[src/design/uart_shadow_pkg.sv]
// constants and carrier types for the uart shadow data port
package uart_shadow_pkg;
  // register byte addresses
  localparam logic [31:0] DATA_ADDR = 32'h5000_1064;
  localparam logic [31:0] CTRL_ADDR = 32'h5000_1100;
  localparam logic [31:0] DIV_ADDR = 32'h5000_1104;
  localparam logic [31:0] LINE_ADDR = 32'h5000_1108;
  localparam logic [31:0] ISTAT_ADDR = 32'h5000_110c;
  localparam logic [31:0] IMASK_ADDR = 32'h5000_1110;
  // control field positions
  localparam int CTRL_FIFO_EN_BIT = 0;
  localparam int CTRL_IR_MODE_BIT = 1;
  // line state field positions
  localparam int LINE_RX_VALID_BIT = 0;
  localparam int LINE_TX_EMPTY_BIT = 5;
  localparam int LINE_TX_IDLE_BIT = 6;
  // interrupt status field positions
  localparam int EV_RX_BYTE = 0;
  localparam int EV_OVERRUN = 1;
  localparam int EV_TX_EMPTY = 2;
  localparam int EV_WRITE_LOST = 3;
  localparam int EV_COUNT = 4;
  // reset values
  localparam logic [15:0] DIV_RESET = 16'h0004;
  localparam logic [1:0] CTRL_RESET = 2'h0;
  localparam logic [3:0] IMASK_RESET = 4'h0;
  localparam logic [31:0] RDATA_RESET = 32'h0000_0000;
  // serial timing in oversample ticks
  localparam logic [3:0] OVS_LAST = 4'hf;
  localparam logic [3:0] MID_LAST = 4'h7;
  localparam logic [3:0] IR_PULSE_TICKS = 4'h3;
  // infrared receive pulse is stretched this many ticks to cover mid-bit
  localparam logic [3:0] IR_HOLD_TICKS = 4'hb;
  localparam logic [2:0] LAST_BIT = 3'h7;

  typedef struct packed {
    logic irMode;
    logic fifoEnable;
  } ctrl_t;

  typedef struct packed {
    logic txIdle;
    logic txHoldEmpty;
    logic rxDataValid;
  } lineState_t;

  typedef enum logic [1:0] {
    S_IDLE,
    S_START,
    S_DATA,
    S_STOP
  } serState_t;
endpackage

[src/design/uart_shadow_port.sv]
// uart shadow data port with fifos, serial/infrared line and avalon slave
//
// Register access over Avalon-MM was chosen for this implementation.
`timescale 1ns/1ps

// Overview of operation
// - data location answers at its alias address as a 32-bit word
// - reads return received byte in low eight bits, serial or infrared input
// - fifos off: unread byte is overwritten by next, overrun flagged
// - fifos on: read returns oldest entry at receive fifo head
// - receive fifo full: keep contents, drop incoming byte, flag overrun
// - fifos off: writing one byte clears the holding empty flag
// - fifos off: later writes replace the pending byte until empty again
// - fifos on: accept writes up to configured depth, default sixteen
// - writes while transmit fifo full are discarded, contents unchanged
// - written bytes go out on serial output or active-low infrared output
module uart_shadow_port
  import uart_shadow_pkg::*;
#(
  parameter int RX_DEPTH = 16,
  parameter int TX_DEPTH = 16
) (
  input wire logic clock, // 10 MHz system clock
  input wire logic rstn, // asynchronous reset, active low
  input wire logic clockEnable, // freezes all state while low
  input wire logic [31:0] address, // avalon byte address
  input wire logic read, // avalon read request
  input wire logic write, // avalon write request
  input wire logic [31:0] writedata, // avalon write data
  input wire logic [3:0] byteenable, // avalon byte enables
  output logic [31:0] readdata, // avalon read data
  output logic waitrequest, // avalon wait request
  input wire logic serialIn, // serial receive pin
  input wire logic irIn, // infrared receive pin, high pulse marks a zero
  output logic serialOut, // serial transmit pin
  output logic irOutN, // infrared transmit pin, active low
  output logic irq // level interrupt
);
  localparam int RXP = $clog2(RX_DEPTH);
  localparam int TXP = $clog2(TX_DEPTH);
  localparam int RXC = $clog2(RX_DEPTH + 1);
  localparam int TXC = $clog2(TX_DEPTH + 1);
  localparam logic [RXC-1:0] RX_FULL = RXC'(RX_DEPTH);
  localparam logic [TXC-1:0] TX_FULL = TXC'(TX_DEPTH);
  // storage and state
  logic [7:0] rxMem [RX_DEPTH];
  logic [7:0] txMem [TX_DEPTH];
  logic [RXP-1:0] rxWr_q, rxRd_q;
  logic [TXP-1:0] txWr_q, txRd_q;
  logic [RXC-1:0] rxCount_q;
  logic [TXC-1:0] txCount_q;
  ctrl_t ctrl_q;
  logic [15:0] div_q, divCnt_q;
  logic [EV_COUNT-1:0] istat_q, imask_q;
  logic [31:0] readdata_q;
  logic rdAck_q;
  logic [1:0] serSync_q, irSync_q;
  serState_t rxState_q, txState_q;
  logic [3:0] rxTick_q, txTick_q, irHold_q;
  logic [2:0] rxBit_q, txBit_q;
  logic [7:0] rxShift_q, txShift_q;
  logic rxArrive_q;
  logic serialOut_q, irOutN_q;
  // address decode
  wire selData = address == DATA_ADDR;
  wire selCtrl = address == CTRL_ADDR;
  wire selDiv = address == DIV_ADDR;
  wire selLine = address == LINE_ADDR;
  wire selIstat = address == ISTAT_ADDR;
  wire selImask = address == IMASK_ADDR;
  wire wrEn = clockEnable & write;
  wire rdTake = clockEnable & read & rdAck_q;
  // reads take one wait cycle so that read data comes from a flop
  assign waitrequest = read & ~rdAck_q;
  assign readdata = readdata_q;
  // line state view
  lineState_t line;
  assign line.rxDataValid = rxCount_q != '0;
  assign line.txHoldEmpty = txCount_q == '0;
  assign line.txIdle = txState_q == S_IDLE;
  // oversample tick from the divisor
  wire tick = clockEnable & (divCnt_q == 16'h0000);
  // receive line choice: a stretched infrared pulse marks a zero bit
  // line select
  wire irZero = irSync_q[1] | (irHold_q != 4'h0);
  wire rxLine = ctrl_q.irMode ? ~irZero : serSync_q[1];
  // receive fifo control
  wire rxFull = rxCount_q == RX_FULL;
  wire rxPop = rdTake & selData & line.rxDataValid;
  wire rxOverwrite = rxArrive_q & ~ctrl_q.fifoEnable & (rxCount_q != '0) & ~rxPop;
  wire rxDrop = rxArrive_q & ctrl_q.fifoEnable & rxFull & ~rxPop;
  wire rxPush = rxArrive_q & ~rxOverwrite & ~rxDrop;
  wire overrunEv = rxOverwrite | rxDrop;
  wire [RXP-1:0] rxWrAddr = rxOverwrite ? rxRd_q : rxWr_q;
  // transmit fifo control
  wire txFull = txCount_q == TX_FULL;
  wire txWrite = wrEn & selData & byteenable[0];
  wire txLoad = clockEnable & (txState_q == S_IDLE) & ~line.txHoldEmpty;
  wire txOverwrite = txWrite & ~ctrl_q.fifoEnable & ~line.txHoldEmpty & ~txLoad;
  wire txLost = txWrite & ctrl_q.fifoEnable & txFull & ~txLoad;
  wire txPush = txWrite & ~txOverwrite & ~txLost;
  wire [TXP-1:0] txWrAddr = txOverwrite ? txRd_q : txWr_q;
  wire txEmptyEv = txLoad & ~txPush & (txCount_q == TXC'(1));
  // event vector and interrupt
  wire [EV_COUNT-1:0] events = {txLost, txEmptyEv, overrunEv, rxArrive_q};
  assign irq = |(istat_q & imask_q);
  // read mux
  logic [31:0] rdMux;
  assign rdMux = selData ? {24'h000000, line.rxDataValid ? rxMem[rxRd_q] : 8'h00} :
                 selCtrl ? {30'h0, ctrl_q} :
                 selDiv ? {16'h0000, div_q} :
                 selLine ? {25'h0, line.txIdle, line.txHoldEmpty, 4'h0, line.rxDataValid} :
                 selIstat ? {28'h0, istat_q} :
                 selImask ? {28'h0, imask_q} : 32'h0000_0000;
  always_ff @(posedge clock or negedge rstn)
  begin
    if (!rstn)
    begin
      rdAck_q <= 1'b0;
      readdata_q <= RDATA_RESET;
    end
    else if (clockEnable)
    begin
      rdAck_q <= read & ~rdAck_q;
      if (read & ~rdAck_q)
        readdata_q <= rdMux;
    end
  end
  // software registers
  always_ff @(posedge clock or negedge rstn)
  begin
    if (!rstn)
    begin
      ctrl_q <= CTRL_RESET;
      div_q <= DIV_RESET;
      imask_q <= IMASK_RESET;
    end
    else if (wrEn)
    begin
      if (selCtrl & byteenable[0])
        ctrl_q <= writedata[1:0];
      if (selDiv & byteenable[0])
        div_q[7:0] <= writedata[7:0];
      if (selDiv & byteenable[1])
        div_q[15:8] <= writedata[15:8];
      if (selImask & byteenable[0])
        imask_q <= writedata[EV_COUNT-1:0];
    end
  end
  // sticky status, a new event wins over the clear
  always_ff @(posedge clock or negedge rstn)
  begin
    if (!rstn)
      istat_q <= '0;
    else if (clockEnable)
      istat_q <= (istat_q & ~((wrEn & selIstat & byteenable[0]) ? writedata[EV_COUNT-1:0] : '0)) | events;
  end
  // input synchronisers
  // infrared pulse stretch
  always_ff @(posedge clock or negedge rstn)
  begin
    if (!rstn)
    begin
      serSync_q <= 2'h3;
      irSync_q <= 2'h0;
      irHold_q <= 4'h0;
    end
    else if (clockEnable)
    begin
      serSync_q <= {serSync_q[0], serialIn};
      irSync_q <= {irSync_q[0], irIn};
      irHold_q <= irSync_q[1] ? IR_HOLD_TICKS : irHold_q - 4'(tick & (irHold_q != 4'h0));
    end
  end
  // divisor counter
  always_ff @(posedge clock or negedge rstn)
  begin
    if (!rstn)
      divCnt_q <= 16'h0000;
    else if (clockEnable)
      divCnt_q <= (divCnt_q == 16'h0000) ? div_q - 16'h0001 : divCnt_q - 16'h0001;
  end
  // receiver, 8 data bits, one stop bit, 16x oversampling
  always_ff @(posedge clock or negedge rstn)
  begin
    if (!rstn)
    begin
      rxState_q <= S_IDLE;
      rxTick_q <= 4'h0;
      rxBit_q <= 3'h0;
      rxShift_q <= 8'h00;
      rxArrive_q <= 1'b0;
    end
    else if (clockEnable)
    begin
      rxArrive_q <= 1'b0;
      case (rxState_q)
        S_IDLE:
        begin
          rxTick_q <= 4'h0;
          if (!rxLine)
            rxState_q <= S_START;
        end
        S_START:
          if (tick)
          begin
            rxTick_q <= rxTick_q + 4'h1;
            if (rxTick_q == MID_LAST)
            begin
              rxTick_q <= 4'h0;
              rxBit_q <= 3'h0;
              rxState_q <= rxLine ? S_IDLE : S_DATA;
            end
          end
        S_DATA:
          if (tick)
          begin
            rxTick_q <= rxTick_q + 4'h1;
            if (rxTick_q == OVS_LAST)
            begin
              rxShift_q <= {rxLine, rxShift_q[7:1]};
              rxBit_q <= rxBit_q + 3'h1;
              if (rxBit_q == LAST_BIT)
                rxState_q <= S_STOP;
            end
          end
        S_STOP:
          if (tick)
          begin
            rxTick_q <= rxTick_q + 4'h1;
            if (rxTick_q == OVS_LAST)
            begin
              rxArrive_q <= 1'b1;
              rxState_q <= S_IDLE;
            end
          end
        default:
          rxState_q <= S_IDLE;
      endcase
    end
  end
  always_ff @(posedge clock or negedge rstn)
  begin
    if (!rstn)
    begin
      rxWr_q <= '0;
      rxRd_q <= '0;
      rxCount_q <= '0;
    end
    else if (clockEnable)
    begin
      if (rxPush)
        rxWr_q <= (rxWr_q == RXP'(RX_DEPTH - 1)) ? '0 : rxWr_q + RXP'(1);
      if (rxPop)
        rxRd_q <= (rxRd_q == RXP'(RX_DEPTH - 1)) ? '0 : rxRd_q + RXP'(1);
      rxCount_q <= rxCount_q + RXC'(rxPush) - RXC'(rxPop);
    end
  end
  // receive storage
  always_ff @(posedge clock)
    if (clockEnable & (rxPush | rxOverwrite))
      rxMem[rxWrAddr] <= rxShift_q;
  always_ff @(posedge clock or negedge rstn)
  begin
    if (!rstn)
    begin
      txWr_q <= '0;
      txRd_q <= '0;
      txCount_q <= '0;
    end
    else if (clockEnable)
    begin
      if (txPush)
        txWr_q <= (txWr_q == TXP'(TX_DEPTH - 1)) ? '0 : txWr_q + TXP'(1);
      if (txLoad)
        txRd_q <= (txRd_q == TXP'(TX_DEPTH - 1)) ? '0 : txRd_q + TXP'(1);
      txCount_q <= txCount_q + TXC'(txPush) - TXC'(txLoad);
    end
  end
  // transmit storage, only the low byte is kept
  always_ff @(posedge clock)
    if (txPush | txOverwrite)
      txMem[txWrAddr] <= writedata[7:0];
  // transmitter, 8 data bits, one stop bit
  always_ff @(posedge clock or negedge rstn)
  begin
    if (!rstn)
    begin
      txState_q <= S_IDLE;
      txTick_q <= 4'h0;
      txBit_q <= 3'h0;
      txShift_q <= 8'h00;
    end
    else if (clockEnable)
    begin
      case (txState_q)
        S_IDLE:
        begin
          txTick_q <= 4'h0;
          txBit_q <= 3'h0;
          if (txLoad)
          begin
            txShift_q <= txMem[txRd_q];
            txState_q <= S_START;
          end
        end
        S_START:
          if (tick)
          begin
            txTick_q <= txTick_q + 4'h1;
            if (txTick_q == OVS_LAST)
              txState_q <= S_DATA;
          end
        S_DATA:
          if (tick)
          begin
            txTick_q <= txTick_q + 4'h1;
            if (txTick_q == OVS_LAST)
            begin
              txShift_q <= {1'b1, txShift_q[7:1]};
              txBit_q <= txBit_q + 3'h1;
              if (txBit_q == LAST_BIT)
                txState_q <= S_STOP;
            end
          end
        S_STOP:
          if (tick)
          begin
            txTick_q <= txTick_q + 4'h1;
            if (txTick_q == OVS_LAST)
              txState_q <= S_IDLE;
          end
        default:
          txState_q <= S_IDLE;
      endcase
    end
  end
  // bit level on the line, zero during start bit
  wire txLevel = (txState_q == S_START) ? 1'b0 : (txState_q == S_DATA) ? txShift_q[0] : 1'b1;
  wire irPulse = ~txLevel & (txTick_q < IR_PULSE_TICKS);
  always_ff @(posedge clock or negedge rstn)
  begin
    if (!rstn)
    begin
      serialOut_q <= 1'b1;
      irOutN_q <= 1'b1;
    end
    else if (clockEnable)
    begin
      serialOut_q <= ctrl_q.irMode ? 1'b1 : txLevel;
      irOutN_q <= ctrl_q.irMode ? ~irPulse : 1'b1;
    end
  end
  assign serialOut = serialOut_q;
  assign irOutN = irOutN_q;
endmodule // uart_shadow_port

[config.mk]
export PLATFORM = sky130hd
export DESIGN_NAME = uart_shadow_port
export DESIGN_NICKNAME = d
export VERILOG_FILES = /design/src/design/uart_shadow_pkg.sv /design/src/design/uart_shadow_port.sv
export SDC_FILE = /design/constraint.sdc
export NUM_CORES = 1
export LEC_CHECK = 0
export BUFFER_PORTS_ARGS = -buffer_cell sky130_fd_sc_hd__buf_4
export CELL_PAD_IN_SITES_DETAIL_PLACEMENT = 1
export CELL_PAD_IN_SITES_GLOBAL_PLACEMENT = 1
export CORE_UTILIZATION = 50
export CTS_CLUSTER_DIAMETER = 200
export DETAILED_ROUTE_END_ITERATION = 8
export PLACE_DENSITY_LB_ADDON = 0.1
export SYNTH_ARGS = -nofsm -noshare
export SYNTH_HDL_FRONTEND = slang
export SYNTH_SLANG_ARGS = --single-unit
export TNS_END_PERCENT = 20
[constraint.sdc]
create_clock -name clock -period 4.2 [get_ports clock]
set_clock_uncertainty 0.15 [all_clocks]
set_input_delay 0 -clock clock [delete_from_list [all_inputs] [get_ports clock]]
set_output_delay 0 -clock clock [all_outputs]
set_load 0.1 [all_outputs]
* Word level (Yosys, flattened, before mapping)
Memory sizes are Yosys's and may differ from the RTL's.
Cells that the tools add are included.
** Word-level totals
- Register bits after elaboration :: 146
- Memory bits (writable) :: 256
- Input port bits :: 75
- Output and inout port bits :: 36
- Memories :: 2
** Memory list
- rxMem :: words 16, width 8, read ports 1, clocked after memory_dff 0, write ports 1, RTL line uart_shadow_port.sv:46 : logic [7:0] rxMem [RX_DEPTH];
- txMem :: words 16, width 8, read ports 1, clocked after memory_dff 0, write ports 1, RTL line uart_shadow_port.sv:47 : logic [7:0] txMem [TX_DEPTH];
** Operators by class
- $add $sub $neg :: 15
- $lt $le $gt $ge :: 1
- Equal/unequal tests :: 42
- Mux-type cells :: 65
- Bitwise logic cells :: 59
- Reductions and logical operators :: 28
** Operator list (number)
- $eq 32x31->1 const B :: 6
- $mux 16 :: 4
- $mux 4 :: 14
- $and 1x1->1 :: 38
- $mux 2 :: 17
- $mux 8 :: 4
- $sub 16x1->16 const B :: 2
- $ne 2x2->1 const B :: 15
- $add 4x1->4 const B :: 6
- $eq 4x4->1 const B :: 6
- $reduce_and 2->1 :: 10
- $mux 3 :: 6
- $reduce_and 9->1 :: 2
- $logic_not 16->1 :: 1
- $pmux 2 s4 :: 2
- $pmux 8 s2 :: 1
- $not 1->1 :: 13
- $mux 1 :: 12
- $pmux 3 s2 :: 2
- $pmux 4 s3 :: 1
- $add 5x1->5 :: 2
- $eq 5x5->1 const B :: 2
- $sub 5x1->5 :: 2
- $and 4x4->4 :: 2
- 26 further kinds :: 40

* Depth between registers and ports, before layout
- Word-level depth :: 13
- Gate-level depth with buffers :: 18

* Worst setup path before layout
OpenSTA, ideal clock, no wires.
- Kind :: register -> register
- Start point :: register rxCount_q[3]
- End point :: register rxCount_q[4]
- Library setup time :: 0.123 ns
- Arrival :: 2.905 ns
- Data required time :: 3.927 ns
- Path slack :: 1.023 ns
- Stages on the path, launching flop included :: 19
- Cells stage by stage :: dfrtp_1 > inv_1 > ha_1 > nor4b_2 > nor2_1 > nor4b_2 > buf_4 > nand2b_1 > nand2_1 > ha_1 > inv_1 > ha_1 > fa_1 > a21oi_1 > nor2_1 > nor2_1 > xnor2_1 > nand2_1 > xnor2_1
** On the way
- Word-level cells in the longest chain between the ends :: 9
** RTL lines
- start, declared :: RTL line uart_shadow_port.sv:50 : logic [RXC-1:0] rxCount_q;
- start signal, assigned :: RTL line uart_shadow_port.sv:256 : rxCount_q <= rxCount_q + RXC'(rxPush) - RXC'(rxPop);
- $reduce_bool 5->1 :: RTL line uart_shadow_port.sv:78, uart_shadow_port.sv:90
- $and 1x1->1 :: RTL line uart_shadow_port.sv:89 : wire rxPop = rdTake & selData & line.rxDataValid;
- $not 1->1 :: RTL line uart_shadow_port.sv:90, uart_shadow_port.sv:91
- $and 1x1->1 :: RTL line uart_shadow_port.sv:90 : wire rxOverwrite = rxArrive_q & ~ctrl_q.fifoEnable & (rxCount_q != '0) & ~rxPop;
- $not 1->1 :: RTL line uart_shadow_port.sv:92 : wire rxPush = rxArrive_q & ~rxOverwrite & ~rxDrop;
- $and 1x1->1 (2 in a row) :: RTL line uart_shadow_port.sv:92
- $add 5x1->5 :: RTL line uart_shadow_port.sv:256
- $sub 5x1->5 (*) :: RTL line uart_shadow_port.sv:256
Mark *: on every way between the ends. The rest lies on a longest branch, timed or not.
A chain may end at the register's enable or synchronous reset.

* Final worst setup path
- Start point :: input port address[1]
- End point :: register rxCount_q[4]
** On the way
- Word-level cells in the longest chain between the ends :: 10
** RTL lines
- start, declared :: RTL line uart_shadow_port.sv:26 : input wire logic [31:0] address,
- $eq 32x31->1 (*) :: RTL line uart_shadow_port.sv:65 : wire selData = address == DATA_ADDR;
- $and 1x1->1 (*) (2 in a row) :: RTL line uart_shadow_port.sv:89
- $not 1->1 :: RTL line uart_shadow_port.sv:90, uart_shadow_port.sv:91
- $and 1x1->1 :: RTL line uart_shadow_port.sv:90
- $not 1->1 :: RTL line uart_shadow_port.sv:92
- $and 1x1->1 (2 in a row) :: RTL line uart_shadow_port.sv:92
- $add 5x1->5 :: RTL line uart_shadow_port.sv:256
- $sub 5x1->5 (*) :: RTL line uart_shadow_port.sv:256
Marked as above.

==> results_tabular.tex <==
\begin{tabular}{lr}
\hline
Metric & Value \\
\hline
\multicolumn{2}{l}{\textbf{Logic synthesis}} \\
\quad Sequential-to-total area share from yosys stat & 0.632 \\
\quad Cell type with the highest aggregate area in the netlist & sky130\_fd\_sc\_hd\_\_edfxtp\_1 \\
\quad Ys Warns & 0 \\
\quad Count of distinct cell types in the synthesized netlist & 79 \\
\quad Area fraction of the dominant cell type after synthesis & 0.444 \\
\quad EDFF count, synth & 256 \\
\quad Syn\_area\_per\_cell & 14.2 um2 \\
\quad Most common cell in the synthesized netlist & sky130\_fd\_sc\_hd\_\_edfxtp\_1 \\
\quad Post-Synthesis Cells & 1,223 \\
\quad Synth area leaders & sky130\_fd\_sc\_hd\_\_edfxtp\_1 44\%, sky130\_fd\_sc\_hd\_\_dfrtp\_1 18\%, sky130\_fd\_sc\_hd\_\_mux4\_2 7.0\% \\
\quad Area of the mapped netlist & 17,300 um2 \\
\quad Async set-or-reset flop fraction in the synthesized netlist & 0.337 \\
\quad Top post-synthesis cells by count & 256 x sky130\_fd\_sc\_hd\_\_edfxtp\_1, 125 x sky130\_fd\_sc\_hd\_\_dfrtp\_1, 98 x sky130\_fd\_sc\_hd\_\_nor2\_1 \\
\quad Top flip-flop cell by instance count after synthesis & sky130\_fd\_sc\_hd\_\_edfxtp\_1 \\
\quad \#FFs+latches synth & 386 \\
\multicolumn{2}{l}{\textbf{Clocking}} \\
\quad CTS tree & yes \\
\quad Skew-Pair Late Insertion Delay & 0.54 ns \\
\quad CTS Buffer Depth & 3 \\
\quad Clock transition at path regs & 0.06 ns \\
\quad CTS Buf Count & 42 \\
\quad Clock H-tree levels & 2 \\
\quad Library cell used as clock root buffer & sky130\_fd\_sc\_hd\_\_clkbuf\_16 \\
\quad Clock sink total & 386 \\
\multicolumn{2}{l}{\textbf{Route}} \\
\quad Count of vias placed by the detailed router & 11,100 \\
\quad DRC violation count after routing & 0 \\
\quad Final routed wire length divided by cell count & 24.0 um \\
\quad Violation count after the first detailed-routing iteration & 747 \\
\quad Routed wire length & 44.2 mm \\
\quad Final antenna-violating net count & 0 \\
\quad Vias per cell & 6.00 \\
\quad Pre-antenna DRT Iters & 4 \\
\multicolumn{2}{l}{\textbf{Floorplanning}} \\
\quad Core Area & 33,800 um2 \\
\quad Num rows & 67 \\
\quad Die Area & 35,400 um2 \\
\quad Chip Height & 188 um \\
\quad Ports & 111 \\
\quad Starting Density & 0.512 \\
\quad Die width & 188 um \\
\multicolumn{2}{l}{\textbf{Cells and area}} \\
\quad Growth of design area from synthesis to finish & 17.1\% \\
\quad Final cell area excluding filler cells & 20,300 um2 \\
\quad Antenna cell count & 0 \\
\quad Fraction of layout instances using a drive strength above 1 & 0.218 \\
\quad Nets & 1,468 \\
\multicolumn{2}{l}{\textbf{STA}} \\
\quad Final number of setup-violating endpoints & 0 \\
\quad Actual transition at the worst max-transition pin & 1.16 ns \\
\quad Total Negative Setup Slacks & 0 ns \\
\quad Tightest slew margin relative to the limit & 0.223 \\
\quad Final critical delay including setup and external delays & 4.04 ns \\
\quad Slew Limit Fails & 0 \\
\quad Unrepaired setup endpoints after global routing & no \\
\quad Period Utilization, post-route & 0.961 \\
\quad Final hold violations & 0 \\
\quad Peak clock frequency supported by timing & 248 MHz \\
\multicolumn{2}{l}{\textbf{Worst setup path}} \\
\quad Crit Path Category & input pin to flop \\
\quad Critical Path Start Type & input pin \\
\quad Worst-path cell chain & dlygate4sd3\_1, buf\_4, nor4b\_4, nand4\_2, dlygate4sd3\_1, nor4b\_2, nand2b\_1, nand2\_1, ha\_1, inv\_1, ha\_1, fa\_1, a21oi\_1, nor2\_1, nor2\_1, xnor2\_1, nand2\_1, xnor2\_1 \\
\quad Critical Path Max Stage Delay & 0.66 ns \\
\quad Slowest stage cell, crit path & sky130\_fd\_sc\_hd\_\_dlygate4sd3\_1 \\
\quad Critical path fanouts, max & 6 \\
\quad Number of buffers and inverters on the critical path & 4 \\
\quad Worst endpoint required time & 4.47 ns \\
\quad CP Capture Type & flop \\
\quad Signal arrival time at the worst endpoint & 4.31 ns \\
\quad Family with the most delay on the worst path & simple AND/OR/NAND/NOR gates \\
\multicolumn{2}{l}{\textbf{Placement}} \\
\quad Cell area reported after detailed placement & 18,400 um2 \\
\quad Final HPWL from detailed placement & 28.9 mm \\
\quad Number of buffers added on ports & 76 \\
\quad Final weighted congestion in routability-driven placement & 0.829 \\
\multicolumn{2}{l}{\textbf{Run}} \\
\quad Max-capacitance violation count & 0 \\
\multicolumn{2}{l}{\textbf{GRT}} \\
\quad Number of global-route vias before repair & 11,900 \\
\quad Number of antenna violations at the first check in global routing & 0 \\
\quad GRT overflow & 0 \\
\quad Maximum number of pins on one net before global-route repair & 66 \\
\quad Wire length of the first global-routing pass & 70.3 mm \\
\quad Global routing usage summed across all routing layers & 0.260 \\
\multicolumn{2}{l}{\textbf{Power and ir drop}} \\
\quad Switching share of power & 0.297 \\
\quad Portion of total power attributed to sequential cells & 0.435 \\
\quad P\_int & 7.49 mW \\
\quad Total power of the final layout & 10.6 mW \\
\quad Peak VDD IR & 0.308 mV \\
\quad Leakage power figure & 7.86 nW \\
\quad NetSw & 3.16 mW \\
\quad Share of power burned in the clock network & 0.356 \\
\quad Combinational power share & 0.209 \\
\quad Pwr/cell area & 525 nW/um2 \\
\multicolumn{2}{l}{\textbf{Status}} \\
\quad Result of the run & completed \\
\multicolumn{2}{l}{\textbf{Worst hold path}} \\
\quad Class of the tightest hold or removal check & input pin to flop \\
\hline
\end{tabular}
-- logic make-up (layout without fill, tap and decap cells) --
kind of cell               count (synthesis)  after routing  share of synthesized area
muxes                                    143            143                      0.125
AOI/OAI and AO/OA                        231            231                     0.0896
other                                      1             16                   0.000217
buffers and inverters                    103            262                     0.0275
and+or+nand+nor                          315            315                     0.0958
adders and majority gates                 30             30                     0.0225
xor gates and xnor gates                  14             14                    0.00708
DFF                                      386            386                      0.632
-- power by group through the flow --
stage	clock, mW	sequential [mW]	combinational, mW
6_report	3.79	4.63	2.22
5_1_grt	4.00	4.67	2.42
4_1_cts	3.87	4.63	2.24
3_5_place_dp	0	4.69	2.19
3_3_place_gp	0	4.68	2.10
2_1_floorplan	0	4.61	1.57
-- timing repair --
item / CTS / global route
hold buffers: 41 / 0
buffers inserted: 0 / 0
gates resized for setup: 0 / 0
hold endpoints to repair: 258 / 0
-- metrics by stage --
stage	hold WS [ns]	setup WS (ns)	std cells	utilization
after global placement	-0.0180	0.738	1726	0.546
after detailed placement	-0.00991	0.654	1726	0.546
after floorplan	-0.446	1.02	1238	-
after CTS	0.0458	0.185	1845	0.600
after global routing	0.0774	0.0142	1845	0.600
final	0.0570	0.163	1845	0.600
-- state kept, by name, summed over array words and instances, names as in the netlist, 3 cells and up, named ones only --
signal and flops:
txShift_q 8, rxRd_q 4, rxMem 128, txTick_q 4, readdata 16, txRd_q 4, txBit_q 3, irHold_q 4
istat_q 4, divCnt_q 16, div_q 16, txCount_q 5, rxShift_q 8, rxBit_q 3, rxTick_q 4, txWr_q 4
imask_q 4, txMem 128, rxWr_q 4, rxCount_q 5
-- cell type report --
cell class,instances,area (um2)
Fill cell,3225,13500
Sequential cell,386,11000
Clock buffer,59,1170
Timing Repair Buffer,153,1280
Multi-Input combinational cell,749,5950
Clock inverter,19,264
Tap cell,448,561
Inverter,31,116
-- path summary, 6_finish.rpt --
kind / from / end / slack (ns) / cells past startpoint
hold / removal: write / div_q[12]$_DFFE_PN0P_ / 0.06 / 3
setup / recovery: address[1] / rxCount_q[4]$_DFFE_PN0P_ / 0.16 / 18
setup reg to reg: rxCount_q[2]$_DFFE_PN0P_ / rxCount_q[4]$_DFFE_PN0P_ / 0.65 / 17
min in group asynchronous: rstn / txBit_q[0]$_DFFE_PN0P_ / 0.42 / 3
max in group asynchronous: rstn / txCount_q[2]$_DFFE_PN0P_ / 2.69 / 4
hold reg to reg: txBit_q[1]$_DFFE_PN0P_ / txBit_q[1]$_DFFE_PN0P_ / 0.34 / 2
-- per-layer routing --
| layer | track usage | up-vias | wire length, um | part of all wire |
|---|---|---|---|---|
| met2 | 0.446 | 245 | 22600 | 0.51 |
| met1 | 0.349 | 5794 | 18900 | 0.43 |
| li1 | - | 4970 | - | - |
| met5 | 0 | - | 0 | 0 |
| met4 | 0.0688 | 0 | 895 | 0.020 |
| met3 | 0.0329 | 63 | 1770 | 0.040 |
-- layout by cell type, fill, tap and decap left out, types with 7 or more instances in the layout --
| cell type | instances |
|---|---|
| sky130_fd_sc_hd__a21o_1 | 8 |
| sky130_fd_sc_hd__a21oi_1 | 43 |
| sky130_fd_sc_hd__a221oi_1 | 19 |
| sky130_fd_sc_hd__a22o_1 | 15 |
| sky130_fd_sc_hd__a22oi_1 | 14 |
| sky130_fd_sc_hd__a31oi_1 | 13 |
| sky130_fd_sc_hd__a32oi_1 | 9 |
| sky130_fd_sc_hd__and2_1 | 7 |
| sky130_fd_sc_hd__buf_4 | 110 |
| sky130_fd_sc_hd__clkbuf_1 | 13 |
| sky130_fd_sc_hd__clkbuf_16 | 43 |
| sky130_fd_sc_hd__clkinv_2 | 8 |
| sky130_fd_sc_hd__conb_1 | 16 |
| sky130_fd_sc_hd__dfrtp_1 | 122 |
| sky130_fd_sc_hd__dlygate4sd3_1 | 40 |
| sky130_fd_sc_hd__edfxtp_1 | 256 |
| sky130_fd_sc_hd__ha_1 | 28 |
| sky130_fd_sc_hd__inv_1 | 29 |
| sky130_fd_sc_hd__mux2_2 | 41 |
| sky130_fd_sc_hd__mux2i_1 | 47 |
| sky130_fd_sc_hd__mux4_2 | 54 |
| sky130_fd_sc_hd__nand2_1 | 73 |
| sky130_fd_sc_hd__nand3_1 | 27 |
| sky130_fd_sc_hd__nand4_1 | 7 |
| sky130_fd_sc_hd__nor2_1 | 98 |
| sky130_fd_sc_hd__nor2b_1 | 20 |
| sky130_fd_sc_hd__nor3_1 | 20 |
| sky130_fd_sc_hd__nor4_1 | 14 |
| sky130_fd_sc_hd__o21ai_0 | 60 |
| sky130_fd_sc_hd__xnor2_1 | 14 |
-- worst register-to-register path, delay by kind of cell (launching register included) --
kind / cells / cell delay (ns)
compound gates: 1 / 0.14
xor+xnor: 2 / 0.27
fa+ha+maj: 4 / 1.10
buf+inv: 2 / 0.12
flops: 1 / 0.37
simple gates: 8 / 1.27
(Power assumes the default switching activity.)
